==> config.mk <==
export PLATFORM = sky130hd
export DESIGN_NAME = drm_top
export DESIGN_NICKNAME = d
export VERILOG_FILES = /design/src/drm_pkg.sv /design/src/drm_shift_rx.sv /design/src/drm_slew.sv /design/src/drm_top.sv
export SDC_FILE = /design/constraint.sdc
export NUM_CORES = 1
export LEC_CHECK = 0
export BUFFER_PORTS_ARGS = -buffer_cell sky130_fd_sc_hd__buf_4
export CAP_MARGIN = 20
export CORE_MARGIN = 2
export CORE_UTILIZATION = 55
export CTS_CLUSTER_SIZE = 12
export DETAILED_ROUTE_END_ITERATION = 8
export PLACE_DENSITY = 0.73
export SYNTH_ARGS = -nofsm -noshare
export SYNTH_HDL_FRONTEND = slang
export SYNTH_SLANG_ARGS = --single-unit
==> constraint.sdc <==
create_clock -name clk_i -period 8.9 [get_ports clk_i]
set_input_delay 1.78 -clock clk_i [delete_from_list [all_inputs] [get_ports clk_i]]
set_output_delay 1.78 -clock clk_i [all_outputs]
set_load 0.005 [all_outputs]
==> src/drm_pkg.sv <==
// constants, types and field layout of the dac register map and control block
// Function
// - address 0x01 loads the 16-bit data field into the output code register
// - 12-bit variant takes code from D15..D4 and ignores the low four bits
// - address 0x55 loads the full data field into the configuration register
// - overrange bit D14 widens the voltage output range by ten percent
// - bit D13 selects the external current setting resistor
// - outputs stay off unless D12 is set; range picks voltage or current
// - D4 enables slew control; rate in D11..D8, step in D7..D5
// - range field D2..D0 decodes to the listed voltage and current ranges
// - address 0x56 targets soft reset; only D0 matters
// - writing one to the reset bit restores the full power-on state
// - status register is read only; writes never change it
// - current output fault bit is set while a fault is seen
// - slewing bit is high while the output ramps, cleared when done
// - overtemperature bit is set above about 150 degrees
// - D15 ORed with clear-select pin picks the clear value
// - chain mode shifts surplus input bits out on serial data out
// - power-on reset loads zero in every register except the active-low serial data out enable, which loads one; outputs disabled
package drm_pkg;

    // ----------------------------------------------------------------
    // frame and addresses
    // ----------------------------------------------------------------
    localparam int FRAME_BITS = 24;
    localparam logic [7:0] ADDR_NOP = 8'h00;
    localparam logic [7:0] ADDR_CODE = 8'h01;
    localparam logic [7:0] ADDR_READ = 8'h02;
    localparam logic [7:0] ADDR_CFG = 8'h55;
    localparam logic [7:0] ADDR_RST = 8'h56;
    localparam logic [1:0] RD_STATUS = 2'h0;
    localparam logic [1:0] RD_CODE = 2'h1;
    localparam logic [1:0] RD_CFG = 2'h2;

    // ----------------------------------------------------------------
    // reset values and bit positions
    // ----------------------------------------------------------------
    localparam logic [15:0] CODE_RST = 16'h0000;
    localparam logic [15:0] CFG_RST = 16'h0000;
    localparam int SOFT_RST_BIT = 0;
    localparam int ST_CURRENT_OUTPUT_FAULT_BIT = 2;
    localparam int ST_SLEW_BIT = 1;
    localparam int ST_OVERTEMP_BIT = 0;

    // ----------------------------------------------------------------
    // slew timing
    // ----------------------------------------------------------------
    localparam int CLK_PERIOD_NS = 10;
    localparam int SLEW_BASE_NS = 1000;
    localparam int SLEW_BASE_CYC = (SLEW_BASE_NS + CLK_PERIOD_NS - 1) / CLK_PERIOD_NS;

    // ----------------------------------------------------------------
    // types
    // ----------------------------------------------------------------
    typedef enum logic [2:0] {
        RNG_V_0_5 = 3'b000,
        RNG_V_0_10 = 3'b001,
        RNG_V_PM5 = 3'b010,
        RNG_V_PM10 = 3'b011,
        RNG_UNLISTED = 3'b100,
        RNG_I_4_20 = 3'b101,
        RNG_I_0_20 = 3'b110,
        RNG_I_0_24 = 3'b111
    } drm_range_t;

    typedef struct packed {
        logic clear_value_select;
        logic overrange_enable;
        logic external_resistor_select;
        logic output_enable_bit;
        logic [3:0] slew_update_rate;
        logic [2:0] slew_increment;
        logic slew_control_enable;
        logic chain_mode_enable;
        drm_range_t range_select;
    } drm_cfg_t;

    typedef struct packed {
        logic [7:0] addr;
        logic [15:0] data;
    } drm_frame_t;

endpackage

==> src/drm_shift_rx.sv <==
// serial shift receiver: sclk sampling, 24-bit frames, latch and data out
`timescale 1ns/1ns
module drm_shift_rx (
    input wire logic clk_i,
    input wire logic srst_i,
    input wire logic sclk_i,
    input wire logic sdin_i,
    input wire logic latch_i,
    input wire logic chain_i,
    input wire logic load_i,
    input wire logic [23:0] load_word_i,
    output drm_pkg::drm_frame_t frame_o,
    output logic frame_valid_o,
    output logic sdo_o
);
    import drm_pkg::*;

    logic [2:0] sync_m_q;
    logic [2:0] sync_s_q;
    logic sclk_d_q;
    logic latch_d_q;
    logic [23:0] sr_q;
    logic [5:0] cnt_q;
    logic sdo_q;
    logic valid_q;
    drm_frame_t frame_q;

    wire sclk_s = sync_s_q[0];
    wire sdin_s = sync_s_q[1];
    wire latch_s = sync_s_q[2];
    wire sclk_rise = sclk_s & ~sclk_d_q;
    wire sclk_fall = ~sclk_s & sclk_d_q;
    wire latch_rise = latch_s & ~latch_d_q;
    wire cnt_full = (cnt_q == 6'h3f);
    // exact count standalone, at least one frame in a chain
    wire len_ok = (cnt_q == 6'(FRAME_BITS)) | (chain_i & (cnt_q >= 6'(FRAME_BITS)));

    always_ff @(posedge clk_i) begin
        if (srst_i) begin
            sync_m_q <= 3'h0;
            sync_s_q <= 3'h0;
            sclk_d_q <= 1'b0;
            latch_d_q <= 1'b0;
        end else begin
            sync_m_q <= {latch_i, sdin_i, sclk_i};
            sync_s_q <= sync_m_q;
            sclk_d_q <= sclk_s;
            latch_d_q <= latch_s;
        end
    end

    always_ff @(posedge clk_i) begin
        if (srst_i) begin
            sr_q <= 24'h000000;
            cnt_q <= 6'h00;
            sdo_q <= 1'b0;
        end else if (load_i) begin
            sr_q <= load_word_i;
            sdo_q <= load_word_i[23];
        end else if (latch_rise) begin
            cnt_q <= 6'h00;
        end else if (sclk_rise) begin
            sr_q <= {sr_q[22:0], sdin_s};
            cnt_q <= cnt_full ? cnt_q : cnt_q + 6'h01;
        end else if (sclk_fall) begin
            sdo_q <= sr_q[23];
        end
    end

    always_ff @(posedge clk_i) begin
        if (srst_i) begin
            valid_q <= 1'b0;
            frame_q <= '0;
        end else begin
            valid_q <= latch_rise & len_ok;
            frame_q <= sr_q;
        end
    end

    assign frame_o = frame_q;
    assign frame_valid_o = valid_q;
    assign sdo_o = sdo_q;

endmodule // drm_shift_rx

==> src/drm_slew.sv <==
// digital slew engine: steps the output code toward its target
`timescale 1ns/1ns
module drm_slew #(
    parameter int W = 16,
    parameter int BASE_CYC = drm_pkg::SLEW_BASE_CYC
) (
    input wire logic clk_i,
    input wire logic srst_i,
    input wire logic [W-1:0] target_i,
    input wire logic enable_i,
    input wire logic [3:0] rate_i,
    input wire logic [2:0] step_i,
    output logic [W-1:0] code_o,
    output logic active_o
);
    import drm_pkg::*;

    logic [W-1:0] code_q;
    logic [W-1:0] code_d;
    logic active_q;
    logic [15:0] tmr_q;

    wire [15:0] period = 16'((32'(rate_i) + 32'd1) * 32'(BASE_CYC));
    wire tick = (tmr_q >= period - 16'h0001);
    wire [W-1:0] step = W'(1) << step_i;
    wire up = target_i > code_q;
    wire [W-1:0] gap = up ? target_i - code_q : code_q - target_i;
    wire [W-1:0] move = (gap < step) ? gap : step;

    always_comb begin
        code_d = code_q;
        if (!enable_i) begin
            code_d = target_i;
        end else if (tick) begin
            code_d = up ? code_q + move : code_q - move;
        end
    end

    always_ff @(posedge clk_i) begin
        if (srst_i) begin
            code_q <= '0;
            active_q <= 1'b0;
            tmr_q <= 16'h0000;
        end else begin
            code_q <= code_d;
            active_q <= enable_i & (code_d != target_i);
            tmr_q <= (tick | !enable_i) ? 16'h0000 : tmr_q + 16'h0001;
        end
    end

    assign code_o = code_q;
    assign active_o = active_q;

endmodule // drm_slew

==> src/drm_top.sv <==
// register map and control decode of a single channel dac
`timescale 1ns/1ns
module drm_top #(
    parameter int DAC_BITS = 16,
    parameter int SLEW_BASE = drm_pkg::SLEW_BASE_CYC
) (
    input wire logic clk_i,
    input wire logic srst_i,
    input wire logic sclk_i,
    input wire logic sdin_i,
    input wire logic latch_i,
    input wire logic clear_select_i,
    input wire logic current_output_fault_i,
    input wire logic overtemp_i,
    output logic [DAC_BITS-1:0] dac_code_o,
    output logic vout_enable_o,
    output logic iout_enable_o,
    output drm_pkg::drm_range_t range_o,
    output logic overrange_enable_o,
    output logic external_resistor_select_o,
    output logic clear_value_select_o,
    output logic [DAC_BITS-1:0] clear_code_o,
    output logic slew_active_o,
    output logic [15:0] fault_status_o,
    output logic serial_data_out_o,
    output logic serial_data_out_oe_n_o
);
    import drm_pkg::*;

    // ----------------------------------------------------------------
    // constants at dac width, and the 16-bit code mask
    // ----------------------------------------------------------------
    localparam logic [DAC_BITS-1:0] ZERO_CODE = '0;
    localparam logic [DAC_BITS-1:0] MID_CODE = {1'b1, {(DAC_BITS-1){1'b0}}};
    localparam logic [15:0] CODE_MASK = 16'(16'hffff << (16 - DAC_BITS));

    // ----------------------------------------------------------------
    // declarations
    // ----------------------------------------------------------------
    logic soft_rst_q;
    logic rst;
    logic [2:0] pin_m_q;
    logic [2:0] pin_s_q;
    logic [15:0] code_q;
    drm_cfg_t cfg_q;
    logic read_arm_q;
    logic [1:0] read_sel_q;
    logic load_q;
    logic [23:0] load_word_q;
    logic vout_en_q;
    logic iout_en_q;
    drm_range_t range_q;
    logic ovr_q;
    logic external_resistor_select_q;
    logic clr_sel_q;
    logic [DAC_BITS-1:0] clr_code_q;
    logic [15:0] status_q;
    logic sdo_oe_n_q;
    drm_frame_t frame;
    logic frame_valid;
    logic serial_data_out;
    logic [DAC_BITS-1:0] slew_code;
    logic slew_active;

    // ----------------------------------------------------------------
    // reset: pin reset or self-clearing soft reset
    // ----------------------------------------------------------------
    assign rst = srst_i | soft_rst_q;

    wire wr_code = frame_valid & (frame.addr == ADDR_CODE);
    wire wr_cfg = frame_valid & (frame.addr == ADDR_CFG);
    wire wr_rst = frame_valid & (frame.addr == ADDR_RST);
    wire wr_read = frame_valid & (frame.addr == ADDR_READ);
    wire rst_req = wr_rst & frame.data[SOFT_RST_BIT];

    always_ff @(posedge clk_i) begin
        if (srst_i) begin
            soft_rst_q <= 1'b0;
        end else begin
            soft_rst_q <= rst_req;
        end
    end

    // ----------------------------------------------------------------
    // pin synchronisers for analog monitor and clear-select inputs
    // ----------------------------------------------------------------
    always_ff @(posedge clk_i) begin
        if (rst) begin
            pin_m_q <= 3'h0;
            pin_s_q <= 3'h0;
        end else begin
            pin_m_q <= {clear_select_i, current_output_fault_i, overtemp_i};
            pin_s_q <= pin_m_q;
        end
    end

    wire clear_pin_s = pin_s_q[2];
    wire current_output_fault_s = pin_s_q[1];
    wire overtemp_s = pin_s_q[0];

    // ----------------------------------------------------------------
    // serial receiver
    // ----------------------------------------------------------------
    drm_shift_rx u_rx (
        .clk_i(clk_i),
        .srst_i(rst),
        .sclk_i(sclk_i),
        .sdin_i(sdin_i),
        .latch_i(latch_i),
        .chain_i(cfg_q.chain_mode_enable),
        .load_i(load_q),
        .load_word_i(load_word_q),
        .frame_o(frame),
        .frame_valid_o(frame_valid),
        .sdo_o(serial_data_out)
    );

    // ----------------------------------------------------------------
    // writable registers
    // ----------------------------------------------------------------
    // low bits of a narrow variant are don't care and stored as zero
    wire [15:0] code_wr = frame.data & CODE_MASK;

    always_ff @(posedge clk_i) begin
        if (rst) begin
            code_q <= CODE_RST;
            cfg_q <= drm_cfg_t'(CFG_RST);
        end else begin
            if (wr_code) begin
                code_q <= code_wr;
            end
            if (wr_cfg) begin
                cfg_q <= drm_cfg_t'(frame.data);
            end
        end
    end

    // ----------------------------------------------------------------
    // slew engine
    // ----------------------------------------------------------------
    wire [DAC_BITS-1:0] code_target = code_q[15 -: DAC_BITS];

    drm_slew #(
        .W(DAC_BITS),
        .BASE_CYC(SLEW_BASE)
    ) u_slew (
        .clk_i(clk_i),
        .srst_i(rst),
        .target_i(code_target),
        .enable_i(cfg_q.slew_control_enable),
        .rate_i(cfg_q.slew_update_rate),
        .step_i(cfg_q.slew_increment),
        .code_o(slew_code),
        .active_o(slew_active)
    );

    // ----------------------------------------------------------------
    // output and range decode
    // ----------------------------------------------------------------
    wire [2:0] rng = cfg_q.range_select;
    wire rng_volt = ~rng[2];
    wire rng_curr = rng[2] & (rng[1:0] != 2'b00);
    wire rng_bipolar = rng_volt & rng[1];
    wire vout_en_d = cfg_q.output_enable_bit & rng_volt;
    wire iout_en_d = cfg_q.output_enable_bit & rng_curr;
    wire clr_sel_d = cfg_q.clear_value_select | clear_pin_s;
    wire [DAC_BITS-1:0] clr_volt = (clr_sel_d ^ rng_bipolar) ? MID_CODE : ZERO_CODE;
    // current output always clears to the bottom of its range
    wire [DAC_BITS-1:0] clr_code_d = rng_curr ? ZERO_CODE : clr_volt;

    // ----------------------------------------------------------------
    // status word, built from the monitor pins and the slew engine flag
    // ----------------------------------------------------------------
    logic [15:0] status_d;
    always_comb begin
        status_d = 16'h0000;
        status_d[ST_CURRENT_OUTPUT_FAULT_BIT] = current_output_fault_s;
        status_d[ST_SLEW_BIT] = slew_active;
        status_d[ST_OVERTEMP_BIT] = overtemp_s;
    end

    // ----------------------------------------------------------------
    // readback selection
    // ----------------------------------------------------------------
    wire [1:0] rd_sel_d = frame.data[1:0];
    // a read frame loads the register it names, not the one of the previous read
    wire [1:0] rd_sel = wr_read ? rd_sel_d : read_sel_q;
    wire [15:0] rd_word = (rd_sel == RD_STATUS) ? status_q :
                          (rd_sel == RD_CODE) ? code_q :
                          (rd_sel == RD_CFG) ? 16'(cfg_q) : 16'h0000;

    always_ff @(posedge clk_i) begin
        if (rst) begin
            read_arm_q <= 1'b0;
            read_sel_q <= RD_STATUS;
            load_q <= 1'b0;
            load_word_q <= 24'h000000;
        end else begin
            if (frame_valid) begin
                read_arm_q <= wr_read;
            end
            if (wr_read) begin
                read_sel_q <= rd_sel_d;
            end
            load_q <= wr_read;
            load_word_q <= {ADDR_NOP, rd_word};
        end
    end

    // ----------------------------------------------------------------
    // registered outputs
    // ----------------------------------------------------------------
    always_ff @(posedge clk_i) begin
        if (rst) begin
            vout_en_q <= 1'b0;
            iout_en_q <= 1'b0;
            range_q <= RNG_V_0_5;
            ovr_q <= 1'b0;
            external_resistor_select_q <= 1'b0;
            clr_sel_q <= 1'b0;
            clr_code_q <= ZERO_CODE;
            status_q <= 16'h0000;
            sdo_oe_n_q <= 1'b1;
        end else begin
            vout_en_q <= vout_en_d;
            iout_en_q <= iout_en_d;
            range_q <= cfg_q.range_select;
            ovr_q <= cfg_q.overrange_enable & rng_volt;
            external_resistor_select_q <= cfg_q.external_resistor_select;
            clr_sel_q <= clr_sel_d;
            clr_code_q <= clr_code_d;
            status_q <= status_d;
            sdo_oe_n_q <= ~(cfg_q.chain_mode_enable | read_arm_q);
        end
    end

    assign dac_code_o = slew_code;
    assign vout_enable_o = vout_en_q;
    assign iout_enable_o = iout_en_q;
    assign range_o = range_q;
    assign overrange_enable_o = ovr_q;
    assign external_resistor_select_o = external_resistor_select_q;
    assign clear_value_select_o = clr_sel_q;
    assign clear_code_o = clr_code_q;
    assign slew_active_o = status_q[ST_SLEW_BIT];
    assign fault_status_o = status_q;
    assign serial_data_out_o = serial_data_out;
    assign serial_data_out_oe_n_o = sdo_oe_n_q;

endmodule // drm_top

# Yosys cells after proc, flatten, opt, wreduce, memory -nomap -nowiden
# Index checks and enable logic that the tools add are counted.
# totals
out_inout_bits,59
ff_bits,205
inputBits,8
# op_classes
muxes,20
n_eq_ne,12
mul,1
magnitude_cmp,4
addsub,8
bitwise_logic,28
shift,1
reduce_logical,11
# op_table
cell,n
two-way mux 16 bit,9
two-way mux 24 bit,3
subtractor 16 bit,3
multiplier 32 x 5 -> 14 bit (second input constant),1
two-way mux 6 bit,3
adder 16 x 1 -> 16 bit (second input constant),1
adder 16 bit,1
bitwise AND 1 bit,16
== test 8 x 7 -> 1 bit (second input constant),2
greater-or-equal comparator 16 bit,1
> comparator 16 bit,1
less-than comparator 16 bit,1
inequality test 16 bit,1
left shift 1 x 3 -> 16 bit (first input constant),1
subtractor 16 x 1 -> 16 bit (second input constant),1
== test 8 x 1 -> 1 bit (second input constant),1
== test 8 x 2 -> 1 bit (second input constant),1
nonzero test 2 bit,4
adder 6 x 1 -> 6 bit (second input constant),1
== test 6 x 5 -> 1 bit (second input constant),1
== test 6 bit (second input constant),1
greater-or-equal comparator 6 x 5 -> 1 bit (second input constant),1
inverter 1 bit,6
AND reduction 3 bit,2
13 further kinds,22

# Depth between registers and ports, before layout
# logic_depth
ltp_word,10
depth_mapped,41

# By module
# A second synthesis with hierarchy kept.
# hier_totals
cells_unflattened,1257
hier_area_um2,10789.1
# modules_own_cells
mod,n_inst,area_per_inst_um2,cells_per_inst,seq_area_each_um2
drm_slew,1,5372.7,729,660.6
drm_top,1,2825.2,274,1441.4
drm_shift_rx,1,2591.2,254,1281.2

# Least setup slack after synthesis
# Ideal clock, no wire load.
# synth_timing
kind,register -> register
startpoint,"register u_slew.code_q[1], in the netlist u_slew.code_o[1]"
endpoint,"register u_slew.active_q, in the netlist u_slew.active_o"
stages_incl_launch_ff,38
t_required_ps,8766
period_less_slack_ps,7613
setup_ps,134
path_slack_ps,1287
t_arrival_ps,7479
cell_sequence,dfxtp_1 -> inv_1 -> fa_1 -> a211o_1 -> o211ai_1 -> a211oi_2 -> o21ai_4 -> mux2_2 -> o21ai_0 -> xnor2_1 -> inv_1 -> ha_1 -> nand2_1 -> a21oi_1 -> a211o_1 -> a211o_1 -> nor4_1 -> nand4_1 -> (+2 left out) -> mux2i_1 -> inv_1 -> ha_1 -> nor2_1 -> xor2_1 -> ha_1 -> nor2b_1 -> o31a_1 -> or2_2 -> a31oi_1 -> xor2_1 -> nor2_1 -> a21oi_1 -> xnor2_1 -> nor4_1 -> nand4_1 -> a2111oi_0 -> a21oi_1
# synth_between
elab_chain_len,10
elab_cells_between_ends,13
classes_between,4 x add/sub; 2 x order compare; 1 x eq/ne; 5 x mux; 1 x bitwise
# synth_lines
item,line_no,text
"start, declared",drm_slew.sv:18,logic [W-1:0] code_q;
"start signal, assigned",drm_slew.sv:45,code_q <= code_d;
subtractor 16 bit / > comparator 16 bit (equally long branches),"drm_slew.sv:27, drm_slew.sv:26",
two-way mux 16 bit,drm_slew.sv:27,wire [W-1:0] gap = up ? target_i - code_q : code_q - target_i;
less-than comparator 16 bit,drm_slew.sv:28,wire [W-1:0] move = (gap < step) ? gap : step;
two-way mux 16 bit,drm_slew.sv:28,
subtractor 16 bit / adder 16 bit (equally long branches),drm_slew.sv:35,code_d = up ? code_q + move : code_q - move;
two-way mux 16 bit,drm_slew.sv:35,
two-way mux 16 bit (*),drm_slew.sv:34,end else if (tick) begin
two-way mux 16 bit (*),drm_slew.sv:32,if (!enable_i) begin
inequality test 16 bit (*),drm_slew.sv:46,active_q <= enable_i & (code_d != target_i);
bitwise AND 1 bit (*),drm_slew.sv:46,
"end signal, assigned",drm_slew.sv:46,
"end, declared",drm_slew.sv:20,logic active_q;
# Every way passes the cells marked *; elsewhere a longest branch is shown, timed or not.
# A chain may end at the register's enable or synchronous reset.

# Worst setup path after layout
# Ends and elaborated chain as after synthesis.

==> results.toml <==
[timing]
slew_headroom_pct = 40.5
fmax_mhz = 120
tightest_slew_ns = 0.892
finalHoldViolations = 0
slew_violations = 0
setup_viol = 0
post-route-min-period_ns = 8.34
post-route-period-util_pct = 93.7
skew_ns = 0.00881
finalSetupTns_ns = 0
rsz0062_at_grt = "false"
hold_ws_ns = 0.427

[final_layout]
area_growth_pct = 9.63
multiInputGateArea_sq_um = 6270
design_area_sq_um = 11200
final_nets = 1352
final_cell_mix = "dfxtp_1 (169), nor2_1 (167), a21oi_1 (120)"
finish.utilization_pct = 62.1
drive_gt1_share_pct = 9.50
seq_area_sq_um = 3380
num-fill-cells = 1595
final_common_cell = "dfxtp_1"

[logic_synthesis]
synth_edf_count = 0
synthArstFlopShare_pct = 0
synth-seq-cells = 169
synth_ff_type = "dfxtp_1"
synth_area_per_cell_sq_um = 8.29
ys_seq_area_share_pct = 33.0
ys_types = 69
synth_area_sq_um = 10200
syn_inst = 1236
yosysWarnings = 0

[critical_path]
critPathRequiredTime_ns = 9.19
path_class = "register to register"
critPathArrivalTime_ns = 8.63
endpoint_kind = "register"
cp-start-kind = "register"
crit_path_top_delay_cell = "fa_1"
critPathMaxFanout = 8
crit_path_max_incr_delay_ns = 0.50

[placed_design]
port_buffers = 38
dpl_cell_area_sq_um = 10600
dp_hpwl_um = 17200
gp_congestion = 0.939

[cts]
htree_levels = 4
cts_root_buf = "clkbuf_16"
cts_tree = "done"
cts.sinks = 169
clkTransAtPathRegs_ns = 0.07
cts_buffer_depth = 2
clock_latency_ns = 0.42
hold_buffers = 0
cts_buffers = 17
cts-resized-gates = 0
post_cts_buffers = 0

[status]
outcome = "finished, final reports clean"

[power]
power-per-cell-area_nw_per_um2 = 137
ir_drop_mv = 0.148
power_leakage_nw = 4.75

[grt]
grt_pass1_vias = 7795
grt_first_pass_wirelength_um = 38300
grt_max_degree = 86
antenna_found_initial = 1
grt_usage_pct = 23.8
grt_overflow = 0

[die]
initial_core_util_pct = 56.6
dieWidth_um = 140
rows = 49
die_area_sq_um = 19700
io_pins = 67
dieHeight_um = 140
core_sq_um = 18100

[drt]
via_per_inst = 5.52
vias = 8242
wire_per_inst_um = 15.4
drtIter0Drc = 498
ant_nets = 0
dr.pass1.iters = 5
drc_errors = 0
wirelength_um = 23100

[flow_run]
drv_cap = 0

[min_path]
min_path_type = "register to register"
[state kept, by name, indices dropped and copies added (netlist names), 2 cells and up]
name,cells
cfg_q,13
code_q,16
fault_status_o,3
load_word_q,16
pin_m_q,3
pin_s_q,3
range_o,3
read_sel_q,2
rng,3
u_rx.cnt_q,6
u_rx.frame_o,24
u_rx.sr_q,24
u_rx.sync_m_q,3
u_rx.sync_s_q,3
u_slew.code_o,16
u_slew.tmr_q,16
[power breakdown]
part           internal [mW]  leakage [nW]  switching [mW]  total [mW]
logic                0.00799          3.09          0.0198      0.0278
clock network          0.434         0.297           0.320       0.754
registers              0.760          1.36         0.00165       0.761
total                   1.20          4.75           0.341        1.54
[worst max-delay path, delay by kind of cell, from the launching register on]
family | cells | cell delay, ns
buffers and inverters | 4 | 0.54
AO/OA/AOI/OAI | 13 | 2.97
XOR/XNOR | 4 | 0.66
adder cells (fa/ha/maj) | 4 | 1.32
multiplexers | 2 | 0.63
AND/OR/NAND/NOR | 9 | 1.66
flip-flops | 1 | 0.44
[synth_stat cells (3+ instances only)]
cell type,number,share of area [%]
o21bai_1,3,0.22
mux2i_1,57,5.6
buf_4,30,2.2
inv_1,63,2.3
nand3_1,18,0.88
xor2_1,27,2.3
o21ai_0,34,1.7
a311oi_1,3,0.26
clkbuf_1,42,1.5
a21o_1,12,0.88
ha_1,90,11
a31oi_1,6,0.37
nand4_1,11,0.67
or3_1,6,0.37
o31ai_1,7,0.51
nor4_1,5,0.31
nor3_1,12,0.59
or2_2,7,0.43
nor2_1,168,6.2
nand2b_1,10,0.61
xnor2_1,47,4.0
a211oi_1,13,0.95
mux2_2,9,0.99
a22oi_1,17,1.2
buf_2,12,0.59
buf_1,4,0.15
and2_1,52,3.2
nand3b_1,5,0.37
nor2b_1,9,0.55
o21a_1,9,0.66
nor3b_1,4,0.29
and4_1,4,0.34
and3_1,4,0.24
nand2_1,92,3.4
dfxtp_1,169,33
a211o_1,3,0.26
fa_1,4,0.78
o211ai_1,5,0.37
a21oi_1,121,5.9
a2111oi_0,3,0.26
[kinds of logic after synthesis]
group | count (synthesis) | synth area share (%)
and+or+nand+nor | 418 | 19.3
AOI/OAI and AO/OA | 262 | 16.0
DFF | 169 | 33.0
buffers and inverters | 152 | 6.89
adders and majority gates | 94 | 11.8
xor gates and xnor gates | 74 | 6.33
muxes | 66 | 6.56
other | 1 | 0.0366
[layer usage]
metal | GRT usage [%] | up-vias | wire (um)
met3 | 3.49 | 30 | 962
met5 | 0 | - | 0
met4 | 8.26 | 0 | 450
met2 | 39.9 | 179 | 11000
met1 | 31.3 | 3804 | 10600
li1 | - | 4229 | -
[worst paths after layout]
| kind | from | cells past startpoint | to | slack [ns] |
|---|---|---|---|---|
| worst max-delay path | u_slew.code_o[1] | 36 | u_slew.active_o | 0.56 |
| worst min-delay path | u_slew.active_o | 1 | fault_status_o[1] | 0.43 |
| worst min register to register | u_slew.active_o | 1 | fault_status_o[1] | 0.43 |
| worst max register to register | u_slew.code_o[1] | 36 | u_slew.active_o | 0.56 |
[stage by stage]
stage,power [mW],setup slack [ns],cells
after floorplan,0.806,1.29,1263
after global placement,0.806,0.742,1454
final,1.54,0.562,1493
after CTS,1.56,0.451,1486
after global routing,1.59,0.0273,1492
after detailed placement,0.806,0.498,1454
[final cells by class]
| class | count | area share [%] |
|---|---|---|
| repair buffers | 57 | 3.84 |
| clock inverters | 14 | 1.54 |
| diodes | 1 | 0.0223 |
| inverters | 63 | 2.11 |
| flip-flops and latches | 169 | 30.1 |
| multi-input cells | 942 | 55.9 |
| well taps | 229 | 2.55 |
| clock buffers | 18 | 3.91 |
Power figures use the tool's default switching activity.
